`config.mk`:
```
export PLATFORM = sky130hd
export DESIGN_NAME = mcs_current_scale
export DESIGN_NICKNAME = d
export VERILOG_FILES = /design/src/rtl/mcs_current_scale.v
export VERILOG_INCLUDE_DIRS = /design/src /design/src/rtl
export SDC_FILE = /design/constraint.sdc
export NUM_CORES = 1
export LEC_CHECK = 0
export ABC_AREA = 1
export BUFFER_PORTS_ARGS = -buffer_cell sky130_fd_sc_hd__clkbuf_2
export CAP_MARGIN = 20
export CORE_MARGIN = 3
export CORE_UTILIZATION = 45
export CTS_BUF_LIST = sky130_fd_sc_hd__clkbuf_8 sky130_fd_sc_hd__clkbuf_16
export CTS_CLUSTER_DIAMETER = 60
export DETAILED_ROUTE_END_ITERATION = 8
export HOLD_SLACK_MARGIN = 0.03
export PLACE_DENSITY = 0.77
export SYNTH_ARGS = -nofsm -noshare
export SYNTH_HDL_FRONTEND = slang
export SYNTH_SLANG_ARGS = --single-unit
```
`constraint.sdc`:
```
create_clock -name clk -period 5.5 [get_ports clk]
set_input_delay 0.275 -clock clk [delete_from_list [all_inputs] [get_ports clk]]
set_output_delay 0.275 -clock clk [all_outputs]
set_load 0.02 [all_outputs]
```
`src/rtl/mcs_map.vh`:
```
// Register map, field layout and reset values of the current scale block
`ifndef MCS_MAP_VH
`define MCS_MAP_VH
`define MCS_ADDR_CSC        7'h55
`define MCS_RUN_SCALE_LSB   0
`define MCS_RUN_SCALE_MSB   4
`define MCS_RUN_DECAY_BIT   7
`define MCS_HOLD_SCALE_LSB  8
`define MCS_HOLD_SCALE_MSB  12
`define MCS_HOLD_DECAY_BIT  15
`define MCS_RUN_SCALE_RST   5'h10
`define MCS_HOLD_SCALE_RST  5'h00
`define MCS_RUN_DECAY_RST   1'b1
`define MCS_HOLD_DECAY_RST  1'b0
`define MCS_SCALE_FULL      5'h10
`endif

```
`src/rtl/mcs_current_scale.v`:
```
// Current scaling and standby switchover for the microstep sequencer output
`include "mcs_map.vh"

module mcs_current_scale (
    input  wire        clk,
    input  wire        rst,
    input  wire        reg_wr,
    input  wire [6:0]  reg_addr,
    input  wire [15:0] reg_wdata,
    input  wire [19:0] hold_delay,
    input  wire        motor_moving,
    input  wire        motor_is_stepper,
    input  wire        entry_valid,
    input  wire [11:0] entry_a,
    input  wire [11:0] entry_b,
    output reg  [11:0] scaled_a_ff,
    output reg  [11:0] scaled_b_ff,
    output reg         scaled_valid_ff,
    output reg         drive_enable_ff,
    output reg         mixed_decay_ff,
    output reg         in_hold_ff
);

    // Standstill tracking states
    localparam [1:0] ST_RUN  = 2'b00;
    localparam [1:0] ST_WAIT = 2'b01;
    localparam [1:0] ST_HOLD = 2'b10;

    // Two sine channels, one scaling path each, both using the active scale
    localparam       NCHAN   = 2;
    localparam       EW      = 12;

    reg  [4:0]  run_current_scale_ff;
    reg         run_mixed_decay_en_ff;
    reg  [4:0]  hold_current_scale_ff;
    reg         hold_mixed_decay_en_ff;
    reg  [1:0]  state_ff;
    reg  [1:0]  nxt_state;
    reg  [19:0] still_cnt_ff;
    reg  [19:0] nxt_still_cnt;
    reg         nxt_in_hold;
    reg  [4:0]  nxt_run_scale;
    reg         nxt_run_decay;
    reg  [4:0]  nxt_hold_scale;
    reg         nxt_hold_decay;
    reg         nxt_drive_enable;
    reg         nxt_mixed_decay;
    wire        csc_sel;
    wire [4:0]  act_scale;
    wire        act_decay;
    wire [23:0] entry_bus;
    wire [23:0] nxt_scaled_bus;
    genvar      ch;

    // Clamp to the legal range so a stray 17..31 cannot overflow the product
    function [4:0] clamp_scale;
        input [4:0] v;
        begin
            clamp_scale = (v > `MCS_SCALE_FULL) ? `MCS_SCALE_FULL : v;
        end
    endfunction

    // Entry * scale / 16; full scale passes unchanged
    function [11:0] scale_entry;
        input [11:0] e;
        input [4:0]  s;
        reg   [16:0] prod;
        begin
            prod        = e * s;
            scale_entry = prod[15:4];
        end
    endfunction

    // Address decode of the settings register
    function addr_hit;
        input       wr;
        input [6:0] a;
        begin
            addr_hit = wr && (a == `MCS_ADDR_CSC);
        end
    endfunction

    // Run or hold setting as one word: decay above scale
    function [5:0] pick_setting;
        input       hold;
        input [4:0] run_s;
        input       run_d;
        input [4:0] hold_s;
        input       hold_d;
        begin
            pick_setting = hold ? {hold_d, hold_s} : {run_d, run_s};
        end
    endfunction

    assign csc_sel = addr_hit(reg_wr, reg_addr);

    // Hold settings apply only once the standstill delay ran out
    assign {act_decay, act_scale} = pick_setting(in_hold_ff,
        run_current_scale_ff, run_mixed_decay_en_ff,
        hold_current_scale_ff, hold_mixed_decay_en_ff);

    assign entry_bus = {entry_b, entry_a};

    generate
        for (ch = 0; ch < NCHAN; ch = ch + 1) begin : g_chan
            // Non-stepper motors pass the raw entry
            assign nxt_scaled_bus[ch*EW +: EW] = motor_is_stepper ?
                scale_entry(entry_bus[ch*EW +: EW], act_scale) :
                entry_bus[ch*EW +: EW];
        end
    endgenerate

    // Write-only settings; no read-back, so a bad write shows only at the outputs
    always @* begin
        nxt_run_scale  = run_current_scale_ff;
        nxt_run_decay  = run_mixed_decay_en_ff;
        nxt_hold_scale = hold_current_scale_ff;
        nxt_hold_decay = hold_mixed_decay_en_ff;
        if (csc_sel) begin
            nxt_run_scale  = clamp_scale(
                reg_wdata[`MCS_RUN_SCALE_MSB:`MCS_RUN_SCALE_LSB]);
            nxt_run_decay  = reg_wdata[`MCS_RUN_DECAY_BIT];
            nxt_hold_scale = clamp_scale(
                reg_wdata[`MCS_HOLD_SCALE_MSB:`MCS_HOLD_SCALE_LSB]);
            nxt_hold_decay = reg_wdata[`MCS_HOLD_DECAY_BIT];
        end
    end

    always @(posedge clk) begin
        if (rst) begin
            run_current_scale_ff   <= `MCS_RUN_SCALE_RST;
            run_mixed_decay_en_ff  <= `MCS_RUN_DECAY_RST;
            hold_current_scale_ff  <= `MCS_HOLD_SCALE_RST;
            hold_mixed_decay_en_ff <= `MCS_HOLD_DECAY_RST;
        end else begin
            run_current_scale_ff   <= nxt_run_scale;
            run_mixed_decay_en_ff  <= nxt_run_decay;
            hold_current_scale_ff  <= nxt_hold_scale;
            hold_mixed_decay_en_ff <= nxt_hold_decay;
        end
    end

    // Standstill timer; motion clears it so the next stop starts afresh
    always @* begin
        nxt_state     = state_ff;
        nxt_still_cnt = still_cnt_ff;
        if (motor_moving) begin
            nxt_state     = ST_RUN;
            nxt_still_cnt = 20'h00000;
        end else begin
            case (state_ff)
                ST_RUN, ST_WAIT: begin
                    if (still_cnt_ff >= hold_delay) begin
                        nxt_state = ST_HOLD;
                    end else begin
                        nxt_state     = ST_WAIT;
                        nxt_still_cnt = still_cnt_ff + 20'h00001;
                    end
                end
                ST_HOLD: begin
                    nxt_state = ST_HOLD;
                end
                default: begin
                    nxt_state     = ST_RUN;
                    nxt_still_cnt = 20'h00000;
                end
            endcase
        end
        nxt_in_hold = (nxt_state == ST_HOLD);
    end

    always @(posedge clk) begin
        if (rst) begin
            state_ff     <= ST_RUN;
            still_cnt_ff <= 20'h00000;
            in_hold_ff   <= 1'b0;
        end else begin
            state_ff     <= nxt_state;
            still_cnt_ff <= nxt_still_cnt;
            in_hold_ff   <= nxt_in_hold;
        end
    end

    // Non-stepper motors stay enabled; decay still follows the active setting
    always @* begin
        nxt_mixed_decay  = act_decay;
        nxt_drive_enable = 1'b1;
        if (motor_is_stepper) begin
            nxt_drive_enable = (act_scale != 5'h00);
        end
    end

    // Output stage; entries hold between valid pulses
    always @(posedge clk) begin
        if (rst) begin
            scaled_a_ff     <= 12'h000;
            scaled_b_ff     <= 12'h000;
            scaled_valid_ff <= 1'b0;
            drive_enable_ff <= 1'b0;
            mixed_decay_ff  <= 1'b0;
        end else begin
            scaled_valid_ff <= entry_valid;
            drive_enable_ff <= nxt_drive_enable;
            mixed_decay_ff  <= nxt_mixed_decay;
            if (entry_valid) begin
                scaled_a_ff <= nxt_scaled_bus[EW-1:0];
                scaled_b_ff <= nxt_scaled_bus[2*EW-1:EW];
            end
        end
    end

endmodule // mcs_current_scale

```
==> results_dict.tcl, run 1 <==
set metrics [dict create \
    cts_htree_levels 3 \
    end_kind "flop" \
    swShare 0.282 \
    tns_ns 0 \
    critical-path-slowest-cell "sky130_fd_sc_hd__fa_1" \
    timing.final.crit_share 0.829 \
    place.detailed.hpwl_um 14100 \
    synthToLayoutAreaGrowth_pct 13.8 \
    run_status "finished clean" \
    final_cell_mix "sky130_fd_sc_hd__nand2_1 (262), sky130_fd_sc_hd__inv_1 (209), sky130_fd_sc_hd__nor2_1 (131)" \
    synthesis.nets 1283 \
    whs_endpoint "run_mixed_decay_en_ff$_SDFFE_PP1P_" \
    numCtsBuffers 9 \
    drcViolationCount 0 \
    report.final.slew_viol_count 0 \
    worst_skew_pair_latency_ns 0.34 \
    filler_cell_count 1533 \
    design.core.area_mm2 0.0154 \
    dpl.cell_count 1371 \
    slew_worst_pin_ns 1.00 \
    numPortBuffers 96 \
    clock_power_share 0.474 \
    antennaDiodeCount 0 \
    grt_max_degree 48 \
    switching_power_mw 0.381 \
    timing.hold.worst_path_depth 3 \
    ir_worst_vdd_v 0.000156 \
    crit_path_start_kind "flop" \
    synth_enable_flop_cells 0 \
    critical_path_required_ns 5.70 \
    placed_cell_area_mm2 0.00780 \
    grt_setup_unrepaired "false" \
    setup_viol 0 \
    track_usage 0.213 \
    syn_area_per_cell_um2 6.56 \
    tritoncts_clock_tree "yes" \
    grt_pass1_wl_um 31000 \
    reg2reg_slack_ns 0.94 \
    max_cap_viols 0 \
    synth.yosys.seq_area_share 0.174 \
    first_global_vias 6697 \
    max_freq_mhz 219 \
    clkSlewWorstSetupHoldPaths_ns 0.06 \
    yosys.cell_types.count 41 \
    cts_hold_buf 0 \
    antenna_found_initial 0 \
    route.antenna.remaining_nets 0 \
    detailedRoute.firstIterationViolations 392 \
    max_buffers_root_to_sink 2 \
    finalWorstSetupSlack_ns 0.941 \
    cp_cell_sequence "inv_2, nand2_1, o21ai_1, buf_4, inv_1, nand2_1, fa_1, inv_1, fa_1, inv_1, fa_1, inv_1, ha_1, nand2_1, nor3_1, and2_1, nand2_1, nand3_1, nand3_1, nand2_1, a21oi_2" \
    cellPowerDensity_mw_per_mm2 166 \
    design.die.area_mm2 0.0174 \
    final_cell_count_without_fillers 1387 \
    die-width_um 132 \
    postRouteWirelength_um 18100 \
    timing.critical_path.slowest_cell_delay_ns 0.55 \
    synth_area_leader_cell "sky130_fd_sc_hd__dfxtp_1" \
    top_level_ports 101 \
    placementRows 45 \
    worstPathBufferInverterCount 6 \
    vias 7041 \
    final_common_cell "sky130_fd_sc_hd__nand2_1" \
    vias_per_cell 5.08 \
    place_ws_ns 1.03 \
    place.gp.congestion 0.950 \
    finalHoldViolations 0 \
    power_leakage_nw 4.44 \
    sinks_on_the_clock_net 62 \
    critical-path-top-delay-family "adder cells" \
    cellInternalPower_mw 0.969 \
    reg2regPathDepth 21 \
    die_h_um 132 \
    fin_crit_ns 4.56 \
    crit-reg2reg-capture "scaled_b_ff[10]$_SDFFE_PP0P_" \
    netlist_area_mm2 0.00715 \
    totalPowerFinal_mw 1.35 \
    dr_wl_cell_um 13.1 \
    post_cts_resized 0 \
    synth_warnings 0 \
    hold_path_class "primary input to flop" \
    cpMostUsedCell "sky130_fd_sc_hd__nand2_1" \
    synth.top_cell.area_share 0.174 \
    cp_max_fo 18 \
    first_pass_iters 5 \
    worstSetupPathType "flop to flop" \
    overflow 0 \
    async_flop_share 0 \
    ys_ff_latch 62 \
    nNetsFinal 1365 \
    primary_ff_master_synth "sky130_fd_sc_hd__dfxtp_1" \
    worst_clock_skew_ns 0.00792 \
    cts-root-buf "sky130_fd_sc_hd__clkbuf_16" \
    regToRegStartpoint "in_hold_ff$_SDFF_PP0_" \
    worstHoldStart "reg_wdata[7]" \
    synth_area_leaders "sky130_fd_sc_hd__dfxtp_1 (17%), sky130_fd_sc_hd__fa_1 (16%), sky130_fd_sc_hd__nand2_1 (14%), sky130_fd_sc_hd__ha_1 (11%), sky130_fd_sc_hd__inv_1 (11%)" \
    drive_above_1_share 0.111 \
    effective_utilization_at_floorplan 0.465 \
    max-slew-margin-rel 0.330 \
    cp_data_arrival_time_ns 4.76 \
    cts.repair_timing.setup_buffer_count 0 \
    power.share.sequential 0.350 \
    final_design_area_no_fill_mm2 0.00814 \
    comb_power_share 0.176 \
    synthesis.instances 1089 \
]
-- worst max-delay path by stage --
stage / startpoint / to / depth (start not counted)
3_5_place_dp: in_hold_ff$_SDFF_PP0_ / scaled_b_ff[10]$_SDFFE_PP0P_ / 23
2_1_floorplan: in_hold_ff$_SDFF_PP0_ / scaled_b_ff[9]$_SDFFE_PP0P_ / 19
4_1_cts: in_hold_ff$_SDFF_PP0_ / scaled_a_ff[9]$_SDFFE_PP0P_ / 22
3_3_place_gp: in_hold_ff$_SDFF_PP0_ / scaled_a_ff[9]$_SDFFE_PP0P_ / 22
5_1_grt: in_hold_ff$_SDFF_PP0_ / scaled_a_ff[9]$_SDFFE_PP0P_ / 22
6_report: in_hold_ff$_SDFF_PP0_ / scaled_b_ff[10]$_SDFFE_PP0P_ / 21
-- cells in the mapped netlist (3+ instances only) --
cell type	count
sky130_fd_sc_hd__nand2_1	262
sky130_fd_sc_hd__inv_1	208
sky130_fd_sc_hd__nor2_1	131
sky130_fd_sc_hd__a21oi_1	86
sky130_fd_sc_hd__nand3_1	70
sky130_fd_sc_hd__ha_1	65
sky130_fd_sc_hd__dfxtp_1	62
sky130_fd_sc_hd__fa_1	56
sky130_fd_sc_hd__o21ai_0	26
sky130_fd_sc_hd__clkbuf_1	25
sky130_fd_sc_hd__xor2_1	16
sky130_fd_sc_hd__nand4_1	9
sky130_fd_sc_hd__nor3_1	9
sky130_fd_sc_hd__a211oi_1	7
sky130_fd_sc_hd__nand2_2	5
sky130_fd_sc_hd__a21o_1	4
sky130_fd_sc_hd__nor4_1	4
sky130_fd_sc_hd__a21boi_0	3
sky130_fd_sc_hd__a31oi_1	3
sky130_fd_sc_hd__and2_1	3
sky130_fd_sc_hd__buf_2	3
sky130_fd_sc_hd__o211ai_1	3
sky130_fd_sc_hd__o21ai_1	3
-- per-layer routing --
layer  global-route usage  up-vias  wire (um)
met1                0.274     3276       8140
met4               0.0782        0        454
met3               0.0462       36       1020
li1                     -     3565          -
met2                0.353      164       8530
met5                    0        -          0
-- kinds of logic (layout without fill, tap and decap cells) --
| family | count (synthesis) | count (layout) | synth area share |
|---|---|---|---|
| xor+xnor | 18 | 18 | 0.0221 |
| fa+ha+maj | 121 | 121 | 0.271 |
| buf+inv | 239 | 326 | 0.127 |
| compound gates | 149 | 149 | 0.118 |
| flops | 62 | 62 | 0.174 |
| simple gates | 500 | 500 | 0.289 |
-- worst register-to-register path, cell delays in order, from the launching register on --
cell                      delay, ns
sky130_fd_sc_hd__dfxtp_1       0.48
sky130_fd_sc_hd__inv_2         0.12
sky130_fd_sc_hd__nand2_1       0.08
sky130_fd_sc_hd__o21ai_1       0.07
sky130_fd_sc_hd__buf_4         0.21
sky130_fd_sc_hd__inv_1         0.32
sky130_fd_sc_hd__nand2_1       0.13
sky130_fd_sc_hd__fa_1          0.49
sky130_fd_sc_hd__inv_1         0.05
sky130_fd_sc_hd__fa_1          0.53
sky130_fd_sc_hd__inv_1         0.06
sky130_fd_sc_hd__fa_1          0.55
sky130_fd_sc_hd__inv_1         0.05
sky130_fd_sc_hd__ha_1          0.34
sky130_fd_sc_hd__nand2_1       0.11
sky130_fd_sc_hd__nor3_1        0.22
sky130_fd_sc_hd__and2_1        0.16
sky130_fd_sc_hd__nand2_1       0.09
sky130_fd_sc_hd__nand3_1       0.08
sky130_fd_sc_hd__nand3_1       0.10
sky130_fd_sc_hd__nand2_1       0.11
sky130_fd_sc_hd__a21oi_2       0.05
-- final cells by class --
cell class / count / area [um^2] / share of cell area
multi-input combinational: 788 / 5000 / 0.614
timing repair buffer: 100 / 510 / 0.0627
clock inverter: 5 / 81.3 / 0.0100
clock buffer: 11 / 253 / 0.0311
inverter: 210 / 788 / 0.0969
tap: 211 / 264 / 0.0324
sequential: 62 / 1240 / 0.153
-- state kept, by name, indices dropped and copies added (netlist names) --
| signal | cells |
|---|---|
| mixed_decay_ff | 1 |
| scaled_a_ff | 12 |
| hold_current_scale_ff | 5 |
| run_mixed_decay_en_ff | 1 |
| run_current_scale_ff | 5 |
| hold_mixed_decay_en_ff | 1 |
| still_cnt_ff | 20 |
| drive_enable_ff | 1 |
| state_ff | 2 |
| in_hold_ff | 1 |
| scaled_b_ff | 12 |
| scaled_valid_ff | 1 |
-- power groups by stage --
stage	clock network [mW]	logic [mW]	registers [mW]
6_report	0.640	0.238	0.472
5_1_grt	0.676	0.270	0.473
4_1_cts	0.648	0.239	0.472
3_5_place_dp	0	0.237	0.481
3_3_place_gp	0	0.234	0.481
2_1_floorplan	0	0.138	0.497
-- through the flow --
| stage | hold WS (ns) | utilization |
|---|---|---|
| floorplan | 0.388 | - |
| global placement | 0.440 | 0.508 |
| detailed placement | 0.446 | 0.508 |
| CTS | 0.138 | 0.529 |
| global route | 0.174 | 0.529 |
| finish | 0.147 | 0.529 |
(Power assumes the default switching activity.)
==> inputs of run 2 (changes only) <==
- ABC_AREA: 1 -> 0
- PLACE_DENSITY: 0.77 -> 0.78
- clock period: 5.5 -> 4.3 ns (I/O delays scaled with it)
==> run 2 against run 1 <==
The run now ends with setup timing left. Critical endpoint is now scaled_b_ff[8]$_SDFFE_PP0P_. Via count shrank 14%. Die area shrank 7.0%. Global-route usage grew 0.18 points. Highest routed layer unchanged. Hold slack lost 0.058 ns. Worst setup slack lost 1.0 ns.
==> results_dict.tcl, run 2 <==
set metrics [dict create \
    synthesis.instances 801 \
    numPortBuffers 96 \
    synth_warnings 0 \
    place.detailed.hpwl_um 12700 \
    tns_ns -0.248 \
    top_level_ports 101 \
    setup_viol 4 \
    max-slew-margin-rel 0.537 \
    power_leakage_nw 4.02 \
    synth_area_leader_cell "sky130_fd_sc_hd__dfxtp_1" \
    antennaDiodeCount 0 \
    cts_hold_buf 0 \
    track_usage 0.215 \
    synth.yosys.seq_area_share 0.187 \
    synth_area_leaders "sky130_fd_sc_hd__dfxtp_1 (19%), sky130_fd_sc_hd__fa_1 (17%), sky130_fd_sc_hd__ha_1 (12%), sky130_fd_sc_hd__and2_1 (6.5%), sky130_fd_sc_hd__inv_1 (6.2%)" \
    synth.top_cell.area_share 0.187 \
    seq_area_mm2 0.00124 \
    cts-root-buf "sky130_fd_sc_hd__clkbuf_16" \
    vias 6056 \
    first_pass_iters 5 \
    cellPowerDensity_mw_per_mm2 207 \
    post_synth_most_frequent_cells "sky130_fd_sc_hd__inv_1 (109), sky130_fd_sc_hd__nand2_1 (95), sky130_fd_sc_hd__and2_1 (69), sky130_fd_sc_hd__ha_1 (65), sky130_fd_sc_hd__dfxtp_1 (62)" \
    timing.hold.worst_path_depth 3 \
    overflow 0 \
    numCtsBuffers 9 \
    final_util 0.574 \
    max_flop_register "still_cnt_ff" \
    die-width_um 127 \
    end_kind "flop" \
    yosys.cell_types.count 59 \
    effective_utilization_at_floorplan 0.468 \
    multiInputGateArea_mm2 0.00516 \
    gr-usage-met1 0.278 \
    cpMostUsedCell "sky130_fd_sc_hd__fa_1" \
    final_cell_mix "sky130_fd_sc_hd__inv_1 (108), sky130_fd_sc_hd__clkbuf_2 (96), sky130_fd_sc_hd__nand2_1 (94)" \
    drive_above_1_share 0.218 \
    ir_worst_vdd_v 0.000197 \
    slew_worst_pin_ns 0.692 \
    finalHoldViolations 0 \
    filler_cell_count 1257 \
    run_status "finished, violations left" \
    failed_checks "setup timing" \
    primary_ff_master_synth "sky130_fd_sc_hd__dfxtp_1" \
    critical-path-slowest-cell "sky130_fd_sc_hd__fa_1" \
    use_met3 0.0368 \
    first_global_vias 5967 \
    nNetsFinal 1106 \
    final_design_area_no_fill_mm2 0.00812 \
    clkSlewWorstSetupHoldPaths_ns 0.05 \
    crit_path_start_kind "flop" \
    postRouteWirelength_um 17300 \
    grt_pass1_wl_um 28400 \
    critical-path-top-delay-family "adder cells" \
    critical_path_required_ns 4.54 \
    placed_cell_area_mm2 0.00756 \
    max_freq_mhz 228 \
    netlist_area_mm2 0.00663 \
    report.final.slew_viol_count 0 \
    final_common_cell "sky130_fd_sc_hd__inv_1" \
    route.antenna.remaining_nets 0 \
    cp_cell_sequence "mux2_4, buf_12, and2_4, fa_1, fa_1, inv_2, fa_1, inv_2, ha_4, or3_4, or3_4, and4_4, a21oi_2, o311ai_2, a211oi_1" \
    place.gp.congestion 0.873 \
    die_h_um 127 \
    synthToLayoutAreaGrowth_pct 22.5 \
    reg2reg_slack_ns -0.09 \
    synth_enable_flop_cells 0 \
    grt_max_degree 32 \
    max_cap_viols 0 \
    worst_skew_pair_latency_ns 0.34 \
    vias_per_cell 5.52 \
    cts_htree_levels 3 \
    reg2regPathDepth 15 \
    gr-usage-met2 0.370 \
    sinks_on_the_clock_net 62 \
    cp_max_fo 7 \
    timing.critical_path.slowest_cell_delay_ns 0.54 \
    timing.final.crit_share 1.02 \
    async_flop_share 0 \
    tritoncts_clock_tree "yes" \
    worst_clock_skew_ns 0.00382 \
    dpl.cell_count 1072 \
    max_buffers_root_to_sink 2 \
    syn_area_per_cell_um2 8.27 \
    busiest_layer "met2" \
    detailedRoute.firstIterationViolations 306 \
    worst-path-stages 15 \
    final_cell_count_without_fillers 1097 \
    design.core.area_mm2 0.0141 \
    design.die.area_mm2 0.0162 \
    cp_data_arrival_time_ns 4.63 \
    largestRegisters "still_cnt_ff: 20 flops, scaled_a_ff: 12 flops, scaled_b_ff: 12 flops" \
    ys_ff_latch 62 \
    largest_register_ff_count 20 \
    synthesis.nets 995 \
    worstSetupPathType "flop to flop" \
    antenna_found_initial 0 \
    worstPathBufferInverterCount 3 \
    synth.most_common_cell "sky130_fd_sc_hd__inv_1" \
    finalWorstSetupSlack_ns -0.0910 \
    fin_crit_ns 4.39 \
    hold_path_class "primary input to flop" \
    drcViolationCount 0 \
    totalPowerFinal_mw 1.68 \
    placementRows 43 \
    grt_setup_unrepaired "true" \
    dr_wl_cell_um 15.8 \
]
run 2: worst min-delay path, delay by kind of cell:
family / cells / cell delay (ns)
buf+inv: 1 / 0.08
simple gates: 2 / 0.10
run 2: power breakdown:
group,internal (mW),switching [mW]
Combinational,0.120,0.174
Sequential,0.594,0.0121
Clock,0.516,0.263
Total,1.23,0.449
run 2: cell type report:
class	count	area share
Clock inverter	6	0.00971
Sequential cell	62	0.153
Multi-Input combinational cell	600	0.635
Inverter	109	0.0504
Clock buffer	10	0.0294
Tap cell	180	0.0277
Timing Repair Buffer	130	0.0941
run 2: what timing repair did:
item                       in CTS  in global routing
pin swaps                      19                 23
gates resized for setup        10                 22
buffers inserted                7                  1
cloned                          1                  0
setup endpoints to repair       9                 15
run 2: through the flow:
step           hold slack [ns]  setup slack (ns)
3_3_place_gp             0.435          -0.00455
2_1_floorplan            0.290           -0.0152
3_5_place_dp             0.440           -0.0949
6_report                0.0890           -0.0910
4_1_cts                 0.0799           -0.0406
5_1_grt                  0.110            -0.207
run 2: worst paths after layout:
| check | startpoint | end |
|---|---|---|
| max | in_hold_ff$_SDFF_PP0_ | scaled_b_ff[8]$_SDFFE_PP0P_ |
| min | reg_wdata[7] | run_mixed_decay_en_ff$_SDFFE_PP1P_ |
| max reg2reg | in_hold_ff$_SDFF_PP0_ | scaled_b_ff[8]$_SDFFE_PP0P_ |
| min reg2reg | hold_current_scale_ff[4]$_SDFFE_PP0P_ | hold_current_scale_ff[4]$_SDFFE_PP0P_ |
run 2: logic make-up (layout without fill, tap and decap cells):
kind of cell	count (synthesis)	in the layout	share of synthesized area
adder cells (fa/ha/maj)	121	121	0.292
flip-flops	62	62	0.187
buffers and inverters	140	255	0.0797
multiplexers	15	16	0.0236
XOR/XNOR	24	24	0.0317
AND/OR/NAND/NOR	292	292	0.230
AO/OA/AOI/OAI	147	147	0.156
run 2: routing by layer:
layer / part of all wire / wire (um) / vias up
li1: - / - / 2938
met4: 0.016 / 282 / 0
met5: 0 / 0 / -
met3: 0.058 / 996 / 21
met1: 0.44 / 7670 / 2905
met2: 0.48 / 8330 / 192
==> inputs of run 3 (changes only) <==
- CORE_UTILIZATION: 45 -> 55
- PLACE_DENSITY: 0.78 -> 0.9
==> run 3 against run 2 <==
Critical endpoint is now scaled_b_ff[11]$_SDFFE_PP0P_. Total power shrank 0.67%. Wire length rose by 19%. Fmax fell by 1.3%. Via count up 9.5%. Worst setup slack got worse by 0.059 ns. Register-to-register slack lost 0.06 ns. Utilization grew 13 points. Die area fell by 17%. Sequential share of layout area is 0.15 points lower. The flow still finishes with violations (setup timing). Combinational power is 6% higher. Non-clock buffer count rose by 5. Clock power down 3.9%.
==> results_dict.tcl, run 3 (synthesis results as in run 2) <==
set metrics [dict create \
    timing.hold.worst_path_depth 3 \
    worstSetupPathType "flop to flop" \
    worstHoldStart "reg_wdata[7]" \
    power_leakage_nw 4.03 \
    cts-root-buf "sky130_fd_sc_hd__clkbuf_16" \
    failed_checks "setup timing" \
    critical-path-slowest-cell "sky130_fd_sc_hd__fa_1" \
    tritoncts_clock_tree "yes" \
    detailedRoute.firstIterationViolations 619 \
    final_cell_mix "sky130_fd_sc_hd__inv_1 (97), sky130_fd_sc_hd__clkbuf_2 (96), sky130_fd_sc_hd__nand2_1 (91)" \
    die-width_um 116 \
    synthToLayoutAreaGrowth_pct 24.0 \
    worst_clock_skew_ns 0.0118 \
    max_freq_mhz 225 \
    place.gp.congestion 0.868 \
    report.final.slew_viol_count 0 \
    hold_path_class "primary input to flop" \
    cp_data_arrival_time_ns 4.69 \
    dr_wl_cell_um 19.2 \
    cellPowerDensity_mw_per_mm2 203 \
    switching_power_mw 0.500 \
    first_global_vias 6364 \
    placementRows 39 \
    clkSlewWorstSetupHoldPaths_ns 0.06 \
    ir_worst_vdd_v 0.000235 \
    final_design_area_no_fill_mm2 0.00822 \
    power.share.sequential 0.365 \
    timing.critical_path.slowest_cell_delay_ns 0.55 \
    grt_max_degree 33 \
    reg2reg_slack_ns -0.15 \
    place_ws_ns -0.0322 \
    cp_cell_sequence "mux2_4, buf_6, and2_4, fa_1, fa_1, inv_2, fa_1, inv_2, ha_4, or3_4, or3_4, buf_4, nand4_1, o211a_1, xnor2_1, o31ai_1" \
    place.detailed.hpwl_um 12800 \
    cellInternalPower_mw 1.17 \
    overflow 0 \
    cp_max_fo 6 \
    effective_utilization_at_floorplan 0.571 \
    route.antenna.remaining_nets 0 \
    max_cap_viols 0 \
    crit_path_start_kind "flop" \
    vias 6630 \
    timing.final.crit_share 1.03 \
    fin_crit_ns 4.45 \
    worst_skew_pair_latency_ns 0.35 \
    crit-reg2reg-capture "scaled_b_ff[11]$_SDFFE_PP0P_" \
    slew_worst_pin_ns 0.778 \
    nNetsFinal 1117 \
    first_pass_iters 5 \
    max-slew-margin-rel 0.479 \
    numPortBuffers 96 \
    drcViolationCount 0 \
    critical-path-top-delay-family "adder cells" \
    sinks_on_the_clock_net 62 \
    largestRegisters "still_cnt_ff: 20 flops, scaled_a_ff: 12 flops, scaled_b_ff: 12 flops" \
    antenna_found_initial 0 \
    whs_endpoint "run_mixed_decay_en_ff$_SDFFE_PP1P_" \
    finalHoldViolations 0 \
    numCtsBuffers 9 \
    track_usage 0.282 \
    design.core.area_mm2 0.0116 \
    largest_register_ff_count 20 \
    final_common_cell "sky130_fd_sc_hd__inv_1" \
    worstPathBufferInverterCount 4 \
    grt_setup_unrepaired "true" \
    max_buffers_root_to_sink 2 \
    critical_path_required_ns 4.54 \
    cpMostUsedCell "sky130_fd_sc_hd__fa_1" \
    cts_hold_buf 0 \
    clock_power_share 0.449 \
    die_h_um 116 \
    design.die.area_mm2 0.0134 \
    drive_above_1_share 0.251 \
    swShare 0.300 \
    postRouteWirelength_um 20500 \
    antennaDiodeCount 0 \
    final_util 0.707 \
    reg2regPathDepth 16 \
    setup_viol 10 \
    end_kind "flop" \
    comb_power_share 0.186 \
    cts_htree_levels 3 \
    finalWorstSetupSlack_ns -0.150 \
    top_level_ports 101 \
    grt_pass1_wl_um 30000 \
    regToRegStartpoint "in_hold_ff$_SDFF_PP0_" \
    vias_per_cell 6.19 \
    placed_cell_area_mm2 0.00746 \
    run_status "finished, violations left" \
    max_flop_register "still_cnt_ff" \
]
run 3: power groups by stage:
stage	combinational [mW]	clock, mW	sequential [mW]
finish	0.311	0.749	0.608
global route	0.338	0.772	0.609
CTS	0.287	0.748	0.607
detailed placement	0.280	0	0.619
global placement	0.269	0	0.618
floorplan	0.149	0	0.638
run 3: final cells by class:
cell class	count	area, um^2
clock buffers	9	225
clock inverters	7	75.1
fillers	838	3400
inverters	109	409
multi-input cells	606	5280
flip-flops and latches	62	1250
well taps	143	179
repair buffers	135	801
run 3: how the worst max path moves through the flow:
stage / to / slack, ns / startpoint / cells after the start
3_3_place_gp: scaled_a_ff[11]$_SDFFE_PP0P_ / 0.02 / in_hold_ff$_SDFF_PP0_ / 16
6_report: scaled_b_ff[11]$_SDFFE_PP0P_ / -0.15 / in_hold_ff$_SDFF_PP0_ / 16
5_1_grt: scaled_b_ff[9]$_SDFFE_PP0P_ / -0.25 / in_hold_ff$_SDFF_PP0_ / 16
4_1_cts: scaled_a_ff[9]$_SDFFE_PP0P_ / -0.05 / run_current_scale_ff[3]$_SDFFE_PP0P_ / 15
2_1_floorplan: scaled_a_ff[7]$_SDFFE_PP0P_ / -0.02 / in_hold_ff$_SDFF_PP0_ / 17
3_5_place_dp: scaled_a_ff[9]$_SDFFE_PP0P_ / -0.03 / in_hold_ff$_SDFF_PP0_ / 14
run 3: worst register-to-register path: cells and delay by family, from the launching register on:
kind / cells / cell delay [ns]
AND/OR/NAND/NOR: 4 / 1.02
AO/OA/AOI/OAI: 2 / 0.41
flip-flops: 1 / 0.40
buffers and inverters: 4 / 0.40
adder cells (fa/ha/maj): 4 / 1.67
XOR/XNOR: 1 / 0.06
multiplexers: 1 / 0.38
run 3: layer usage:
| metal | vias to the layer above | global-route usage | share of wire |
|---|---|---|---|
| li1 | 2983 | - | - |
| met1 | 3131 | 0.356 | 0.39 |
| met2 | 421 | 0.474 | 0.47 |
| met3 | 95 | 0.0668 | 0.087 |
| met4 | 0 | 0.0990 | 0.047 |
| met5 | - | 0 | 0 |
run 3: metrics by stage:
step	hold WS [ns]	total power, mW	TNS (ns)	instances
after floorplan	0.290	0.788	-0.0152	801
after global placement	0.432	0.887	0	1026
after detailed placement	0.430	0.899	-0.0904	1026
after CTS	0.0781	1.64	-0.130	1053
after global routing	0.103	1.72	-1.99	1071
final	0.0881	1.67	-0.998	1071
run 3: timing repair:
action,in CTS,in global routing
gates cloned,4,3
buffers inserted,7,17
setup endpoints to repair,8,16
gates resized for setup,14,50
hold endpoints to repair,0,0
pin swaps,26,59
